[src/core/liu_consts.svh]
`ifndef LIU_CONSTS_SVH
`define LIU_CONSTS_SVH

// ****************************************
// timing
// ****************************************
`define CLK_PERIOD_NS   40
`define RX_PULSE_MIN_NS 210
`define PULSE_CYC       ((`RX_PULSE_MIN_NS + `CLK_PERIOD_NS - 1) / `CLK_PERIOD_NS)
`define BIT_PERIOD_NS   488
`define LOS_ZERO_BITS   32
`define LOS_CYC         ((`LOS_ZERO_BITS * `BIT_PERIOD_NS) / `CLK_PERIOD_NS)

// ****************************************
// register offsets (byte addresses)
// ****************************************
`define OFS_CTRL        8'h00
`define OFS_STATUS      8'h04
`define OFS_INT_STATUS  8'h08
`define OFS_INT_MASK    8'h0C
`define OFS_TX_COUNT    8'h10
`define OFS_RX_COUNT    8'h14

// ****************************************
// fields and reset values
// ****************************************
`define CTRL_CLOCKLESS  0
`define STAT_MODE_LSB   0
`define STAT_LOS        2
`define STAT_CLOCKLESS  3
`define INT_LOS_SET     0
`define INT_LOS_CLR     1
`define INT_MODE_CHG    2
`define INT_BITS        3
`define INT_MASK_RESET  3'h0
`define CTRL_RESET      1'h0

`endif

[src/core/liu_pkg.sv]
package liu_pkg;

   typedef enum logic [1:0] {
      MODE_NORMAL = 2'b00,
      MODE_LOCAL  = 2'b01,
      MODE_REMOTE = 2'b10,
      MODE_TEST   = 2'b11
   } loop_mode_t;

   typedef enum logic {
      BUS_IDLE   = 1'b0,
      BUS_ANSWER = 1'b1
   } bus_state_t;

   typedef struct packed {
      logic        clk_prev;
      logic        plus_prev;
      logic        minus_prev;
      logic        lin_a_prev;
      logic        lin_b_prev;
      loop_mode_t  mode;
      logic [15:0] los_cnt;
      logic        los;
      logic        out_a;
      logic        out_b;
      logic        rx_p;
      logic        rx_m;
      logic        oe;
      logic        clockless;
      logic [2:0]  int_stat;
      logic [2:0]  int_mask;
      logic        irq;
      logic [15:0] tx_count;
      logic [15:0] rx_count;
      bus_state_t  bus;
      logic        waitreq;
      logic [31:0] rdata;
   } liu_state_t;

endpackage

[src/core/mark_pair_if.sv]
`timescale 1ns/1ps
interface mark_pair_if;
   logic plus;
   logic minus;
   modport drive (output plus, output minus);
   modport take  (input plus, input minus);
endinterface

[src/core/e1_liu_tx_input_and_loopback.sv]
// Operation
// - clocked mode samples marks on clock fall
// - local loop: transmit feeds own receiver
// - remote loop: received marks feed transmitter
// - both selects low: normal independent paths
// - both selects high: all line and receive outputs high-impedance
// - receive marks pulse per line polarity
// - loss flag high while signal lost
//
// Local design decisions: the register addresses and register access over Avalon-MM.
`timescale 1ns/1ps
`include "liu_consts.svh"
module e1_liu_tx_input_and_loopback
   import liu_pkg::*;
#(
   parameter int LOS_CYCLES = `LOS_CYC,
   parameter int PULSE_CYC  = `PULSE_CYC
) (
   input  wire logic        mclk,
   input  wire logic        reset,
   input  wire logic [7:0]  avs_address,
   input  wire logic        avs_read,
   input  wire logic        avs_write,
   input  wire logic [31:0] avs_writedata,
   input  wire logic [3:0]  avs_byteenable,
   output logic      [31:0] avs_readdata,
   output logic             avs_waitrequest,
   output logic             irq,
   input  wire logic        tx_bit_clock,
   input  wire logic        tx_mark_plus,
   input  wire logic        tx_mark_minus,
   input  wire logic        near_loop_select,
   input  wire logic        far_loop_select,
   input  wire logic        line_in_a,
   input  wire logic        line_in_b,
   output logic             line_out_a,
   output logic             line_out_a_oe,
   output logic             line_out_b,
   output logic             line_out_b_oe,
   output logic             rx_mark_plus,
   output logic             rx_mark_plus_oe,
   output logic             rx_mark_minus,
   output logic             rx_mark_minus_oe,
   output logic             rx_signal_lost,
   output logic             rx_signal_lost_oe
);
   // ****************************************
   // pin synchronisers and pulse shapers
   // ****************************************
   liu_state_t  st_reg;
   liu_state_t  st_next;
   logic [6:0]  pins_s;
   logic        s_clk, s_plus, s_minus, s_near, s_far, s_lina, s_linb;
   logic        clk_fall, pin_p, pin_m, line_p, line_m;
   logic        rx_p_ev, rx_m_ev, tx_p_ev, tx_m_ev, rx_any;
   logic        tx_lvl_p, tx_lvl_m, rx_lvl_p, rx_lvl_m;
   logic        do_write, do_read;
   logic [2:0]  int_set, int_clr;
   logic [31:0] rd_mux;
   loop_mode_t  mode_in;

   mark_pair_if tx_ev_if();
   mark_pair_if rx_ev_if();

   pin_sync #(
      .W (7)
   ) u_sync (
      .mclk     (mclk),
      .reset    (reset),
      .pin_in   ({line_in_b, line_in_a, far_loop_select, near_loop_select,
                  tx_mark_minus, tx_mark_plus, tx_bit_clock}),
      .pin_sync (pins_s)
   );

   assign {s_linb, s_lina, s_far, s_near, s_minus, s_plus, s_clk} = pins_s;

   pulse_stretch #(
      .CYC (PULSE_CYC)
   ) u_tx_pulse (
      .mclk        (mclk),
      .reset       (reset),
      .ev          (tx_ev_if.take),
      .level_plus  (tx_lvl_p),
      .level_minus (tx_lvl_m)
   );

   pulse_stretch #(
      .CYC (PULSE_CYC)
   ) u_rx_pulse (
      .mclk        (mclk),
      .reset       (reset),
      .ev          (rx_ev_if.take),
      .level_plus  (rx_lvl_p),
      .level_minus (rx_lvl_m)
   );

   // ****************************************
   // mark selection and loopback routing
   // ****************************************
   // both rails at once is no valid symbol; it is dropped
   always_comb begin
      clk_fall = st_reg.clk_prev & ~s_clk;
      if (st_reg.clockless) begin
         pin_p = s_plus & ~st_reg.plus_prev & ~s_minus;
         pin_m = s_minus & ~st_reg.minus_prev & ~s_plus;
      end else begin
         pin_p = clk_fall & s_plus & ~s_minus;
         pin_m = clk_fall & s_minus & ~s_plus;
      end
      line_p = s_lina & ~st_reg.lin_a_prev & ~s_linb;
      line_m = s_linb & ~st_reg.lin_b_prev & ~s_lina;
      case (st_reg.mode)
         MODE_LOCAL: begin
            rx_p_ev = pin_p;
            rx_m_ev = pin_m;
            tx_p_ev = pin_p;
            tx_m_ev = pin_m;
         end
         MODE_REMOTE: begin
            rx_p_ev = line_p;
            rx_m_ev = line_m;
            tx_p_ev = line_p;
            tx_m_ev = line_m;
         end
         default: begin
            rx_p_ev = line_p;
            rx_m_ev = line_m;
            tx_p_ev = pin_p;
            tx_m_ev = pin_m;
         end
      endcase
      rx_any = rx_p_ev | rx_m_ev;
   end

   assign tx_ev_if.plus  = tx_p_ev;
   assign tx_ev_if.minus = tx_m_ev;
   assign rx_ev_if.plus  = rx_p_ev;
   assign rx_ev_if.minus = rx_m_ev;
   assign mode_in        = loop_mode_t'({s_far, s_near});

   // ****************************************
   // register read mux
   // ****************************************
   always_comb begin
      rd_mux = 32'h0000_0000;
      case (avs_address)
         `OFS_CTRL:       rd_mux[`CTRL_CLOCKLESS] = st_reg.clockless;
         `OFS_STATUS: begin
            rd_mux[`STAT_MODE_LSB +: 2] = st_reg.mode;
            rd_mux[`STAT_LOS]           = st_reg.los;
            rd_mux[`STAT_CLOCKLESS]     = st_reg.clockless;
         end
         `OFS_INT_STATUS: rd_mux[`INT_BITS-1:0] = st_reg.int_stat;
         `OFS_INT_MASK:   rd_mux[`INT_BITS-1:0] = st_reg.int_mask;
         `OFS_TX_COUNT:   rd_mux[15:0] = st_reg.tx_count;
         `OFS_RX_COUNT:   rd_mux[15:0] = st_reg.rx_count;
         default:         rd_mux = 32'h0000_0000;
      endcase
   end

   // ****************************************
   // next state
   // ****************************************
   always_comb begin
      st_next            = st_reg;
      st_next.clk_prev   = s_clk;
      st_next.plus_prev  = s_plus;
      st_next.minus_prev = s_minus;
      st_next.lin_a_prev = s_lina;
      st_next.lin_b_prev = s_linb;
      st_next.mode       = mode_in;
      // test mode releases every line and receive pin; it lags the mode register by one cycle
      st_next.oe         = (st_reg.mode != MODE_TEST);
      st_next.out_a      = tx_lvl_p;
      st_next.out_b      = tx_lvl_m;
      st_next.rx_p       = rx_lvl_p;
      st_next.rx_m       = rx_lvl_m;
      if (tx_p_ev | tx_m_ev) begin
         st_next.tx_count = st_reg.tx_count + 16'h0001;
      end
      if (rx_any) begin
         st_next.rx_count = st_reg.rx_count + 16'h0001;
      end

      // counting in clock cycles, so the limit is fixed in time and does not track the rate
      if (rx_any) begin
         st_next.los_cnt = 16'h0000;
         st_next.los     = 1'b0;
      end else if (st_reg.los_cnt != 16'(LOS_CYCLES)) begin
         st_next.los_cnt = st_reg.los_cnt + 16'h0001;
         if (st_next.los_cnt == 16'(LOS_CYCLES)) begin
            st_next.los = 1'b1;
         end
      end

      do_write = 1'b0;
      do_read  = 1'b0;
      case (st_reg.bus)
         BUS_IDLE: begin
            st_next.waitreq = 1'b1;
            if (avs_read | avs_write) begin
               st_next.bus     = BUS_ANSWER;
               st_next.waitreq = 1'b0;
               st_next.rdata   = rd_mux;
            end
         end
         BUS_ANSWER: begin
            st_next.bus     = BUS_IDLE;
            st_next.waitreq = 1'b1;
            do_write        = avs_write & avs_byteenable[0];
            do_read         = avs_read;
         end
         default: begin
            st_next.bus     = BUS_IDLE;
            st_next.waitreq = 1'b1;
         end
      endcase
      if (do_write && avs_address == `OFS_CTRL) begin
         st_next.clockless = avs_writedata[`CTRL_CLOCKLESS];
      end
      if (do_write && avs_address == `OFS_INT_MASK) begin
         st_next.int_mask = avs_writedata[`INT_BITS-1:0];
      end

      int_set                = '0;
      int_set[`INT_LOS_SET]  = st_next.los & ~st_reg.los;
      int_set[`INT_LOS_CLR]  = ~st_next.los & st_reg.los;
      int_set[`INT_MODE_CHG] = (mode_in != st_reg.mode);
      // only bits already returned are cleared, so an event after the snapshot survives
      int_clr                = (do_read && avs_address == `OFS_INT_STATUS) ?
                               st_reg.rdata[`INT_BITS-1:0] : 3'h0;
      st_next.int_stat       = (st_reg.int_stat & ~int_clr) | int_set;
      st_next.irq            = |(st_next.int_stat & st_next.int_mask);
   end

   always_ff @(posedge mclk) begin
      if (reset) begin
         st_reg           <= '0;
         st_reg.los       <= 1'b1;
         st_reg.los_cnt   <= 16'(LOS_CYCLES);
         st_reg.oe        <= 1'b1;
         st_reg.waitreq   <= 1'b1;
         st_reg.clockless <= `CTRL_RESET;
         st_reg.int_mask  <= `INT_MASK_RESET;
      end else begin
         st_reg <= st_next;
      end
   end

   // ****************************************
   // outputs
   // ****************************************
   assign avs_readdata      = st_reg.rdata;
   assign avs_waitrequest   = st_reg.waitreq;
   assign irq               = st_reg.irq;
   assign line_out_a        = st_reg.out_a;
   assign line_out_b        = st_reg.out_b;
   assign rx_mark_plus      = st_reg.rx_p;
   assign rx_mark_minus     = st_reg.rx_m;
   assign rx_signal_lost    = st_reg.los;
   assign line_out_a_oe     = st_reg.oe;
   assign line_out_b_oe     = st_reg.oe;
   assign rx_mark_plus_oe   = st_reg.oe;
   assign rx_mark_minus_oe  = st_reg.oe;
   assign rx_signal_lost_oe = st_reg.oe;
endmodule

[src/core/pin_sync.sv]
`timescale 1ns/1ps
module pin_sync #(
   parameter int W = 7
) (
   input  wire logic         mclk,
   input  wire logic         reset,
   input  wire logic [W-1:0] pin_in,
   output logic      [W-1:0] pin_sync
);
   typedef struct packed {
      logic [W-1:0] meta;
      logic [W-1:0] stable;
   } sync_state_t;

   sync_state_t st_reg;
   sync_state_t st_next;

   // first stage feeds only the second stage
   always_comb begin
      st_next.meta   = pin_in;
      st_next.stable = st_reg.meta;
   end

   always_ff @(posedge mclk) begin
      if (reset) begin
         st_reg <= '0;
      end else begin
         st_reg <= st_next;
      end
   end

   assign pin_sync = st_reg.stable;
endmodule

[src/core/pulse_stretch.sv]
`timescale 1ns/1ps
module pulse_stretch #(
   parameter int CYC = 6
) (
   input  wire logic  mclk,
   input  wire logic  reset,
   mark_pair_if.take  ev,
   output logic       level_plus,
   output logic       level_minus
);
   typedef struct packed {
      logic [1:0]      level;
      logic [1:0][7:0] cnt;
   } stretch_state_t;

   stretch_state_t st_reg;
   stretch_state_t st_next;
   logic [1:0]     ev_bits;

   assign ev_bits = {ev.minus, ev.plus};

   // a new mark restarts the pulse, so back-to-back marks merge
   always_comb begin
      st_next = st_reg;
      for (int i = 0; i < 2; i++) begin
         if (ev_bits[i]) begin
            st_next.level[i] = 1'b1;
            st_next.cnt[i]   = 8'(CYC - 1);
         end else if (st_reg.cnt[i] != 8'h00) begin
            st_next.cnt[i] = st_reg.cnt[i] - 8'h01;
         end else begin
            st_next.level[i] = 1'b0;
         end
      end
   end

   always_ff @(posedge mclk) begin
      if (reset) begin
         st_reg <= '0;
      end else begin
         st_reg <= st_next;
      end
   end

   assign level_plus  = st_reg.level[0];
   assign level_minus = st_reg.level[1];
endmodule

[config.mk]
export PLATFORM = sky130hd
export DESIGN_NAME = e1_liu_tx_input_and_loopback
export DESIGN_NICKNAME = d
export VERILOG_FILES = /design/src/core/liu_pkg.sv /design/src/core/mark_pair_if.sv /design/src/core/e1_liu_tx_input_and_loopback.sv /design/src/core/pin_sync.sv /design/src/core/pulse_stretch.sv
export VERILOG_INCLUDE_DIRS = /design/src /design/src/core
export SDC_FILE = /design/constraint.sdc
export NUM_CORES = 1
export LEC_CHECK = 0
export ABC_AREA = 0
export ABC_CLOCK_PERIOD_IN_PS = 1900
export BUFFER_PORTS_ARGS = -buffer_cell sky130_fd_sc_hd__buf_2
export CAP_MARGIN = 25
export CORE_MARGIN = 5
export CORE_UTILIZATION = 50
export DETAILED_ROUTE_END_ITERATION = 8
export PLACE_DENSITY = 0.85
export SETUP_SLACK_MARGIN = 0.02
export SKIP_LAST_GASP = 1
export SYNTH_ARGS = -nofsm -noshare
export SYNTH_HDL_FRONTEND = slang
export SYNTH_SLANG_ARGS = --single-unit
[constraint.sdc]
create_clock -name mclk -period 1.9 [get_ports mclk]
set_input_delay 0.19 -clock mclk [delete_from_list [all_inputs] [get_ports mclk]]
set_output_delay 0.19 -clock mclk [all_outputs]
set_load 0.01 [all_outputs]
==> metrics.txt, run 1 <==
asr flop ratio synth 0%; TritonCTS Sinks between 100 and 150; first-pass GRT wire length around 23000 µm; Final GP Congestion slightly above 0.9; initial DRC count between 200 and 300; number of global-route vias before repair roughly 4900; synth warn 0; die area between 15000 and 20000 µm²; Startpoint Class register; pwr dens between 1000 and 1500 nW/µm²; EDFF count, synth 0; diode count 0; antenna viol nets, final 0; Fill cells roughly 1000; Util after Layout between 60% and 70%; row count just over 40; Final Critical Period approximately 1.9 ns; initial antenna violation count 0; Clock Latency Late Sink 0.42 ns; Reg power frac 39.4%; P_int 6.32 mW; Inst Count DP 930; max FFs per register 63; Reg clk slew, reported paths around 0.060 ns; Final setup viols 3; clock power share between 30% and 40%; Final Non-Filler Cells 972; register area share after synthesis between 40% and 50%; GRT Residual Overflow 0; DR vias/cell 5.29; crit share post-route 101%; clock root buffer clkbuf_16; total wire length between 10000 and 15000 µm; reg-to-reg startpoint st_reg[73]; Crit Path Class reg -> reg; Area Growth Syn to Fin 21.3%; crit path capture type register; hold path cells 2; FF+latch area ~2800 µm²; dpl ws -0.125 ns; core region area ~13000 µm²; commonest non-fill, non-tap cells in the layout dfxtp_1, nor2_1, buf_4, buf_2, nand2_1; reg2reg end st_reg[44]; Die X ~120 µm; failing checks negative setup slack; Max Fclk approximately 520 MHz; IO Port Bufs 50; initial core utilization roughly half; average size of a mapped cell 9.04 µm²; MaxCap Viol Count 0; Distinct cells, synth 62; Avg WL per Cell 14.3 µm; setup_tns -0.0588 ns; drt pass-1 iters 5; I/O Pins 99; Post-Route Skew 0.0104 ns; P_sw roughly 2.9 mW; share of cells above drive strength 1 around a quarter; status finished, violations left; Die Height roughly 120 µm; CTS H-tree lvls 4; #FFs+latches synth ~140; Mapped Cells between 700 and 800; placed inst area 6940 µm²; Inserted Clock Buffers 17; pin count of the biggest net entering global routing 39; Post-Syn Area between 6000 and 7000 µm²; area of the multi-input gates 3300 µm²; Final Hold Fails 0; Worst Path Max Fanout 10; Worst EP arrival 2.23 ns; GR Util All Layers a little under a fifth; Final HPWL DP 9390 µm; drc violations 0; switch share between 30% and 40%; Worst R2R Path Depth 7; Final Max Tran Viols 0; static leakage ~3.1 nW; CTS Buffer Depth 2; combinational fraction of design power between 20% and 30%; vias post-DR 5138; worst vdd ir ~0.90 mV; R2R Setup Slk -0.02 ns; CTS tree yes; Hold Crit Class in -> reg; post-route cell area slightly below 8000 µm²; RSZ-0062 raised after global routing true; Most used DFF post-synth dfxtp_1; WP data required 2.20 ns; hold path start line_in_b; final worst setup slack -0.0249 ns; Hold Path End u_sync.st_next[6]; commonest non-fill, non-tap cell in the layout dfxtp_1; nets 851
[synthesized netlist by cell type (14+ instances only)]
master,number,area [µm²]
buf_4,36,270
nor2b_1,34,213
a21oi_1,28,140
mux2_2,14,158
dfxtp_1,137,2740
clkbuf_1,21,78.8
xnor2_1,40,350
nand2_1,45,169
nor2_1,99,372
inv_1,17,63.8
nand3_1,35,175
xor2_1,28,245
[layer usage]
metal | track usage, % | wire length (µm) | vias up | share of wire, %
li1 | - | - | 2526 | -
met1 | 23.6 | 6230 | 2424 | 45
met2 | 30.1 | 6500 | 149 | 47
met3 | 4.01 | 661 | 39 | 4.8
met4 | 11.3 | 479 | 0 | 3.5
met5 | 0 | 0 | - | 0
[logic make-up after synthesis]
kind of cell	share of synthesized area [%]
AND/OR/NAND/NOR	24.5
other	0.0589
XOR/XNOR	9.36
buffers and inverters	7.22
flip-flops	43.1
AO/OA/AOI/OAI	9.91
multiplexers	4.05
adder cells (fa/ha/maj)	1.77
[worst max-delay path: stages (launching register included)]
cell and delay, ns:
dfxtp_2 0.35, nor3b_4 0.26, o21ai_2 0.12, a311o_2 0.46, buf_6 0.18, nor3_2 0.21
xnor2_1 0.16, nor2_1 0.06
[repair_timing]
item,CTS,global route
endpoints found under the hold margin,6,0
pin swaps,9,11
hold buffers,6,0
gates resized for setup,10,13
setup endpoints to repair,19,24
setup buffers,2,2
[area by class of cell]
cell class	instances	area share (%)
clock inverters	14	2.12
inverters	17	0.826
clock buffers	18	5.69
flip-flops and latches	137	35.6
well taps	172	2.79
multi-input cells	498	42.8
repair buffers	116	10.2
[metrics by stage]
step | hold WS (ns) | power [mW]
after floorplan | 0.318 | 5.39
after global placement | 0.398 | 5.74
after detailed placement | 0.402 | 5.83
after CTS | 0.0110 | 9.23
after global routing | 0.00187 | 9.73
final | 0.00817 | 9.22
[power groups by stage]
stage | combinational [mW] | clock [mW] | sequential (mW)
6_report | 2.26 | 3.32 | 3.64
5_1_grt | 2.54 | 3.50 | 3.69
4_1_cts | 2.24 | 3.37 | 3.62
3_5_place_dp | 2.16 | 0 | 3.67
3_3_place_gp | 2.08 | 0 | 3.65
2_1_floorplan | 1.75 | 0 | 3.63
[worst max path at each step]
stage,startpoint,endpoint,slack [ns],depth (start not counted)
global placement,avs_address[0],irq,-0.09,8
finish,st_reg[73],st_reg[44],-0.02,7
floorplan,st_reg[80],irq,0.03,7
detailed placement,avs_address[0],irq,-0.12,8
CTS,u_sync.pin_sync[0],st_reg[48],0.005,6
global route,st_reg[73],st_reg[48],-0.07,6
(Power assumes the default switching activity.)
==> inputs of run 2 (changes only) <==
- CORE_ASPECT_RATIO: not set -> 1.4
- SYNTH_HIERARCHICAL: not set -> 1
==> metrics.txt, run 2 <==
total wire length 16900 µm; crit share post-route 110%; total power between 9 and 10 mW; Worst Path Max Fanout 6; Die X 107 µm; drt pass-1 iters 7; static leakage ~3.3 nW; top post-synthesis cells by area dfxtp_1, nor2_1, buf_4; worst slew pin tran roughly 0.65 ns; Final setup viols 36; IO Port Bufs 50; share of cells above drive strength 1 just over 30%; Util after Layout about 64%; initial DRC count 329; Post-Syn Area 6590 µm²; pin count of the biggest net entering global routing about 60; Most used DFF post-synth dfxtp_1; final worst setup slack -0.198 ns; Reg power frac a little under two fifths; post-route cell area approximately 8200 µm²; crit path capture type register; slew margin rel. between 50% and 60%; Mapped Cells 734; combinational fraction of design power a little under a third; Reg clk slew, reported paths ~0.06 ns; crit path from u_sync/pin_sync[5]; P_sw 3.30 mW; P_int about 6.6 mW; Final GP Congestion around 0.9; Post-synth top cells dfxtp_1, nor2_1, buf_4, nand2_1, xnor2_1; Avg WL per Cell 17.0 µm; Area Growth Syn to Fin 25.3%; antenna viol nets, final 0; setup_tns -2.40 ns; Final Max Tran Viols 0; diode count 0; Clock Latency Late Sink about 0.42 ns; #FFs+latches synth 137; Inst Count DP around 940; max FFs per register 63; asr flop ratio synth 0%; MaxCap Viol Count 0; Post-Route Skew ~0.0088 ns; EDFF count, synth 0; commonest non-fill, non-tap cells in the layout dfxtp_1, nor2_1, buf_4, buf_2, nand2_1; initial antenna violation count 0; vias post-DR roughly 5700; pwr dens 1200 nW/µm²; RSZ-0062 raised after global routing true; Crit Path Class reg -> reg; initial core utilization 51.1%; average size of a mapped cell approximately 9 µm²; row count 49; area share of the largest cell type after synthesis between 40% and 50%; Worst EP arrival between 2 and 2.5 ns; number of global-route vias before repair between 5000 and 6000; Final HPWL DP 9580 µm; Synth area leader dfxtp_1; Hold Crit Class in -> reg; die area 15600 µm²; WP data required roughly 2.2 ns; status finished, violations left; clock root buffer clkbuf_16; Final Hold Fails 0; GR Util All Layers between 15 and 20%; CTS Buffer Depth 2; most common cell in the netlist dfxtp_1; synth warn 6; Distinct cells, synth between 60 and 70; dpl ws -0.180 ns; hold path start avs_writedata[0]; I/O Pins just under 100; CTS H-tree lvls 4; CTS tree yes; first-pass GRT wire length 24900 µm; worst vdd ir 0.644 mV; switch share about a third; commonest non-fill, non-tap cell in the layout dfxtp_1; Startpoint Class register; Inserted Clock Buffers 17; reg-to-reg startpoint u_sync/pin_sync[5]; drc violations 0; GRT Residual Overflow 0; failing checks negative setup slack; DR vias/cell 5.74; nets roughly 900; clock power share between 30% and 40%; Die Height 146 µm; TritonCTS Sinks approximately 140; register area share after synthesis 41.6%; core region area 12900 µm²; Final Non-Filler Cells roughly 990; Max Fclk approximately 480 MHz; worst hold margin approximately 0.10 ns; placed inst area approximately 7100 µm²; Final Critical Period 2.10 ns
## run 2: cell type report
cell class | instances | area (µm²)
fill | 908 | 4630
multi-input combinational | 519 | 3740
sequential | 137 | 2760
timing repair buffer | 126 | 860
clock buffer | 19 | 453
tap | 153 | 191
clock inverter | 13 | 134
inverter | 27 | 109
## run 2: critical path, stage by stage, from the launching register on
cell and delay (ns):
dfxtp_2 0.34, or3b_4 0.39, and3_4 0.18, a311o_2 0.39, buf_4 0.18, or3_1 0.36, a21oi_1 0.17
## run 2: timing repair
action | 4_1_cts | 5_1_grt
buffers inserted | 6 | 13
hold buffers | 7 | 0
gates resized for setup | 29 | 51
hold endpoints to repair | 7 | 0
pin swaps | 21 | 29
endpoints found under the setup margin | 36 | 38
## run 2: path summary, 6_finish.rpt
path / to / slack [ns] / cells after the start
worst max-delay path: st_reg[53] / -0.20 / 6
worst min-delay path: st_reg[73] / 0.10 / 3
worst max register to register: st_reg[53] / -0.20 / 6
worst min register to register: u_sync/pin_sync[0] / 0.44 / 1
## run 2: cells by family after synthesis
family / after synthesis / synth area share [%]
XOR/XNOR: 51 / 6.78
other: 1 / 0.0569
buffers and inverters: 93 / 7.73
AND/OR/NAND/NOR: 305 / 26.4
flip-flops: 137 / 41.6
AO/OA/AOI/OAI: 110 / 10.8
multiplexers: 24 / 4.01
adder cells (fa/ha/maj): 13 / 2.47
## run 2: routing by layer
metal	GRT usage, %	vias to the layer above	wire, µm
li1	-	2714	-
met3	3.82	52	841
met4	7.81	0	477
met1	22.2	2704	6830
met5	0	-	0
met2	34.2	234	8720
## run 2: power by group through the flow
| stage | registers (mW) | logic, mW | clock network [mW] |
|---|---|---|---|
| 2_1_floorplan | 3.58 | 2.11 | 0 |
| 3_3_place_gp | 3.65 | 2.55 | 0 |
| 3_5_place_dp | 3.66 | 2.64 | 0 |
| 4_1_cts | 3.62 | 2.73 | 3.27 |
| 5_1_grt | 3.72 | 3.29 | 3.43 |
| 6_report | 3.66 | 2.99 | 3.25 |
==> inputs of run 3 (changes only) <==
- SETUP_SLACK_MARGIN: 0.02 -> 0.5
- TNS_END_PERCENT: not set -> 10
==> metrics.txt, run 3 (synthesized netlist as in run 2, its figures left out) <==
status finished, violations left; failing checks negative setup slack; Reg clk slew, reported paths 0.06 ns; total power 10.1 mW; crit-path cells or3b_4 -> and3_4 -> a311o_2 -> buf_4 -> nor3_2 -> xnor2_1 -> nor2_1; Die X ~110 µm; crit-path max cell delay around 0.4 ns; Hold Path End st_reg[73]; DR vias/cell around 5.6; Final Max Tran Viols 0; Max Fclk approximately 480 MHz; Inserted Clock Buffers 17; worst slew pin tran ~0.63 ns; commonest non-fill, non-tap cells in the layout dfxtp_1, nor2_1, buf_4, buf_2, nand2_1; initial antenna violation count 0; Final Hold Fails 0; max FFs per register 63; instance count on the critical path 7; nets 885; MaxCap Viol Count 0; CTS H-tree lvls 4; Clock Latency Late Sink 0.42 ns; Fill cells slightly below 1000; Top delay family on crit path simple AND/OR/NAND/NOR gates; WP data required approximately 2.2 ns; Final GP Congestion 0.870; antenna viol nets, final 0; I/O Pins 99; post-route cell area 8120 µm²; slew margin rel. slightly below 60%; drc violations 0; R2R Setup Slk -0.20 ns; final worst setup slack -0.203 ns; Worst R2R Path Depth 7; crit share post-route 111%; total wire length 15200 µm; RSZ-0062 raised after global routing true; pwr dens between 1000 and 1500 nW/µm²; CTS Buffer Depth 2; Hold Crit Class in -> reg; row count between 40 and 50; Worst EP arrival about 2.4 ns; pin count of the biggest net entering global routing 62; core region area about 13000 µm²; IO Port Bufs 50; Area Growth Syn to Fin 23.3%; Avg WL per Cell ~16 µm; CP bufs+invs 1; crit path capture type register; share of cells above drive strength 1 between 20% and 30%; placed inst area 7110 µm²; diode count 0; worst vdd ir 0.550 mV; initial DRC count ~310; hold path cells 3; reg2reg end st_reg[55]; first-pass GRT wire length 24700 µm; static leakage 3.28 nW; Final setup viols 12; CTS tree yes; GRT Residual Overflow 0; commonest non-fill, non-tap cell in the layout dfxtp_1; Post-Route Skew approximately 0.011 ns; die area between 15000 and 20000 µm²; Die Height between 100 and 150 µm; Crit Path Class reg -> reg; Worst Path Max Fanout 6; initial core utilization between 50% and 60%; GR Util All Layers between 10% and 20%; Startpoint Class register; hold path start avs_writedata[0]; reg-to-reg startpoint u_sync/pin_sync[5]; number of global-route vias before repair between 5000 and 6000; TritonCTS Sinks 137; Final HPWL DP about 9700 µm; CP max stage cell a311o_2; vias post-DR 5505; Final Critical Period approximately 2.1 ns; drt pass-1 iters 6; clock root buffer clkbuf_16
run 3: changes by cell type in the layout (fill, tap and decap cells not counted), moves of 3 or more:
cell | before | now
nor2_2 | 8 | 2
inv_6 | 6 | 3
buf_4 | 66 | 57
xnor2_2 | 4 | 1
bufinv_16 | 1 | 4
xnor2_1 | 24 | 27
nor4_4 | 1 | 4
nor2_1 | 69 | 77
run 3: worst max path at each step:
stage                 end  slack, ns               start
2_1_floorplan  st_reg[58]      -0.09  u_sync/pin_sync[5]
3_3_place_gp          irq      -0.16      avs_address[4]
3_5_place_dp   st_reg[65]      -0.24          st_reg[73]
4_1_cts        st_reg[58]      -0.14  u_sync/pin_sync[5]
5_1_grt        st_reg[55]      -0.24  u_sync/pin_sync[5]
6_report       st_reg[55]      -0.20  u_sync/pin_sync[5]
run 3: metal layers:
metal  global-route usage, %  part of all wire, %  vias to the layer above
met5                       0                    0                        -
met3                    3.73                  4.4                       41
li1                        -                    -                     2688
met1                    22.6                   42                     2613
met2                    33.7                   51                      163
met4                    8.32                  2.6                        0
run 3: metrics by stage:
| step | instances | setup slack (ns) | hold slack [ns] | utilization, % | setup TNS, ns |
|---|---|---|---|---|---|
| floorplan | 749 | -0.0927 | 0.259 | - | -0.552 |
| global placement | 939 | -0.162 | 0.400 | 55.2 | -2.69 |
| detailed placement | 939 | -0.236 | 0.400 | 55.2 | -4.33 |
| CTS | 981 | -0.141 | 0.0387 | 61.4 | -1.26 |
| global route | 983 | -0.241 | 0.0680 | 63.1 | -2.97 |
| finish | 983 | -0.203 | 0.0353 | 63.1 | -0.990 |
run 3: worst min-delay path, delay by kind of cell:
kind,cells,cell delay (ns)
muxes,1,0.06
buffers and inverters,1,0.09
and+or+nand+nor,1,0.08
run 3: layout make-up:
| class | count | area [µm²] | share of cell area [%] |
|---|---|---|---|
| Clock buffer | 19 | 433 | 5.33 |
| Clock inverter | 13 | 193 | 2.37 |
| Inverter | 27 | 104 | 1.28 |
| Multi-Input combinational cell | 519 | 3670 | 45.2 |
| Sequential cell | 137 | 2750 | 33.9 |
| Tap cell | 153 | 191 | 2.36 |
| Timing Repair Buffer | 115 | 774 | 9.54 |
run 3: repair_timing:
item                                    4_1_cts  5_1_grt
pin swaps                                     7       17
buffers inserted                              3        2
resized for setup                            14       45
endpoints found under the setup margin      104      109
hold buffers                                  7        0
endpoints found under the hold margin         7        0
run 3: power by group:
group,leakage [nW],internal (mW),switching (mW)
registers,1.12,3.28,0.387
clock network,0.299,2.21,1.28
logic,1.86,1.39,1.52
total,3.28,6.89,3.18
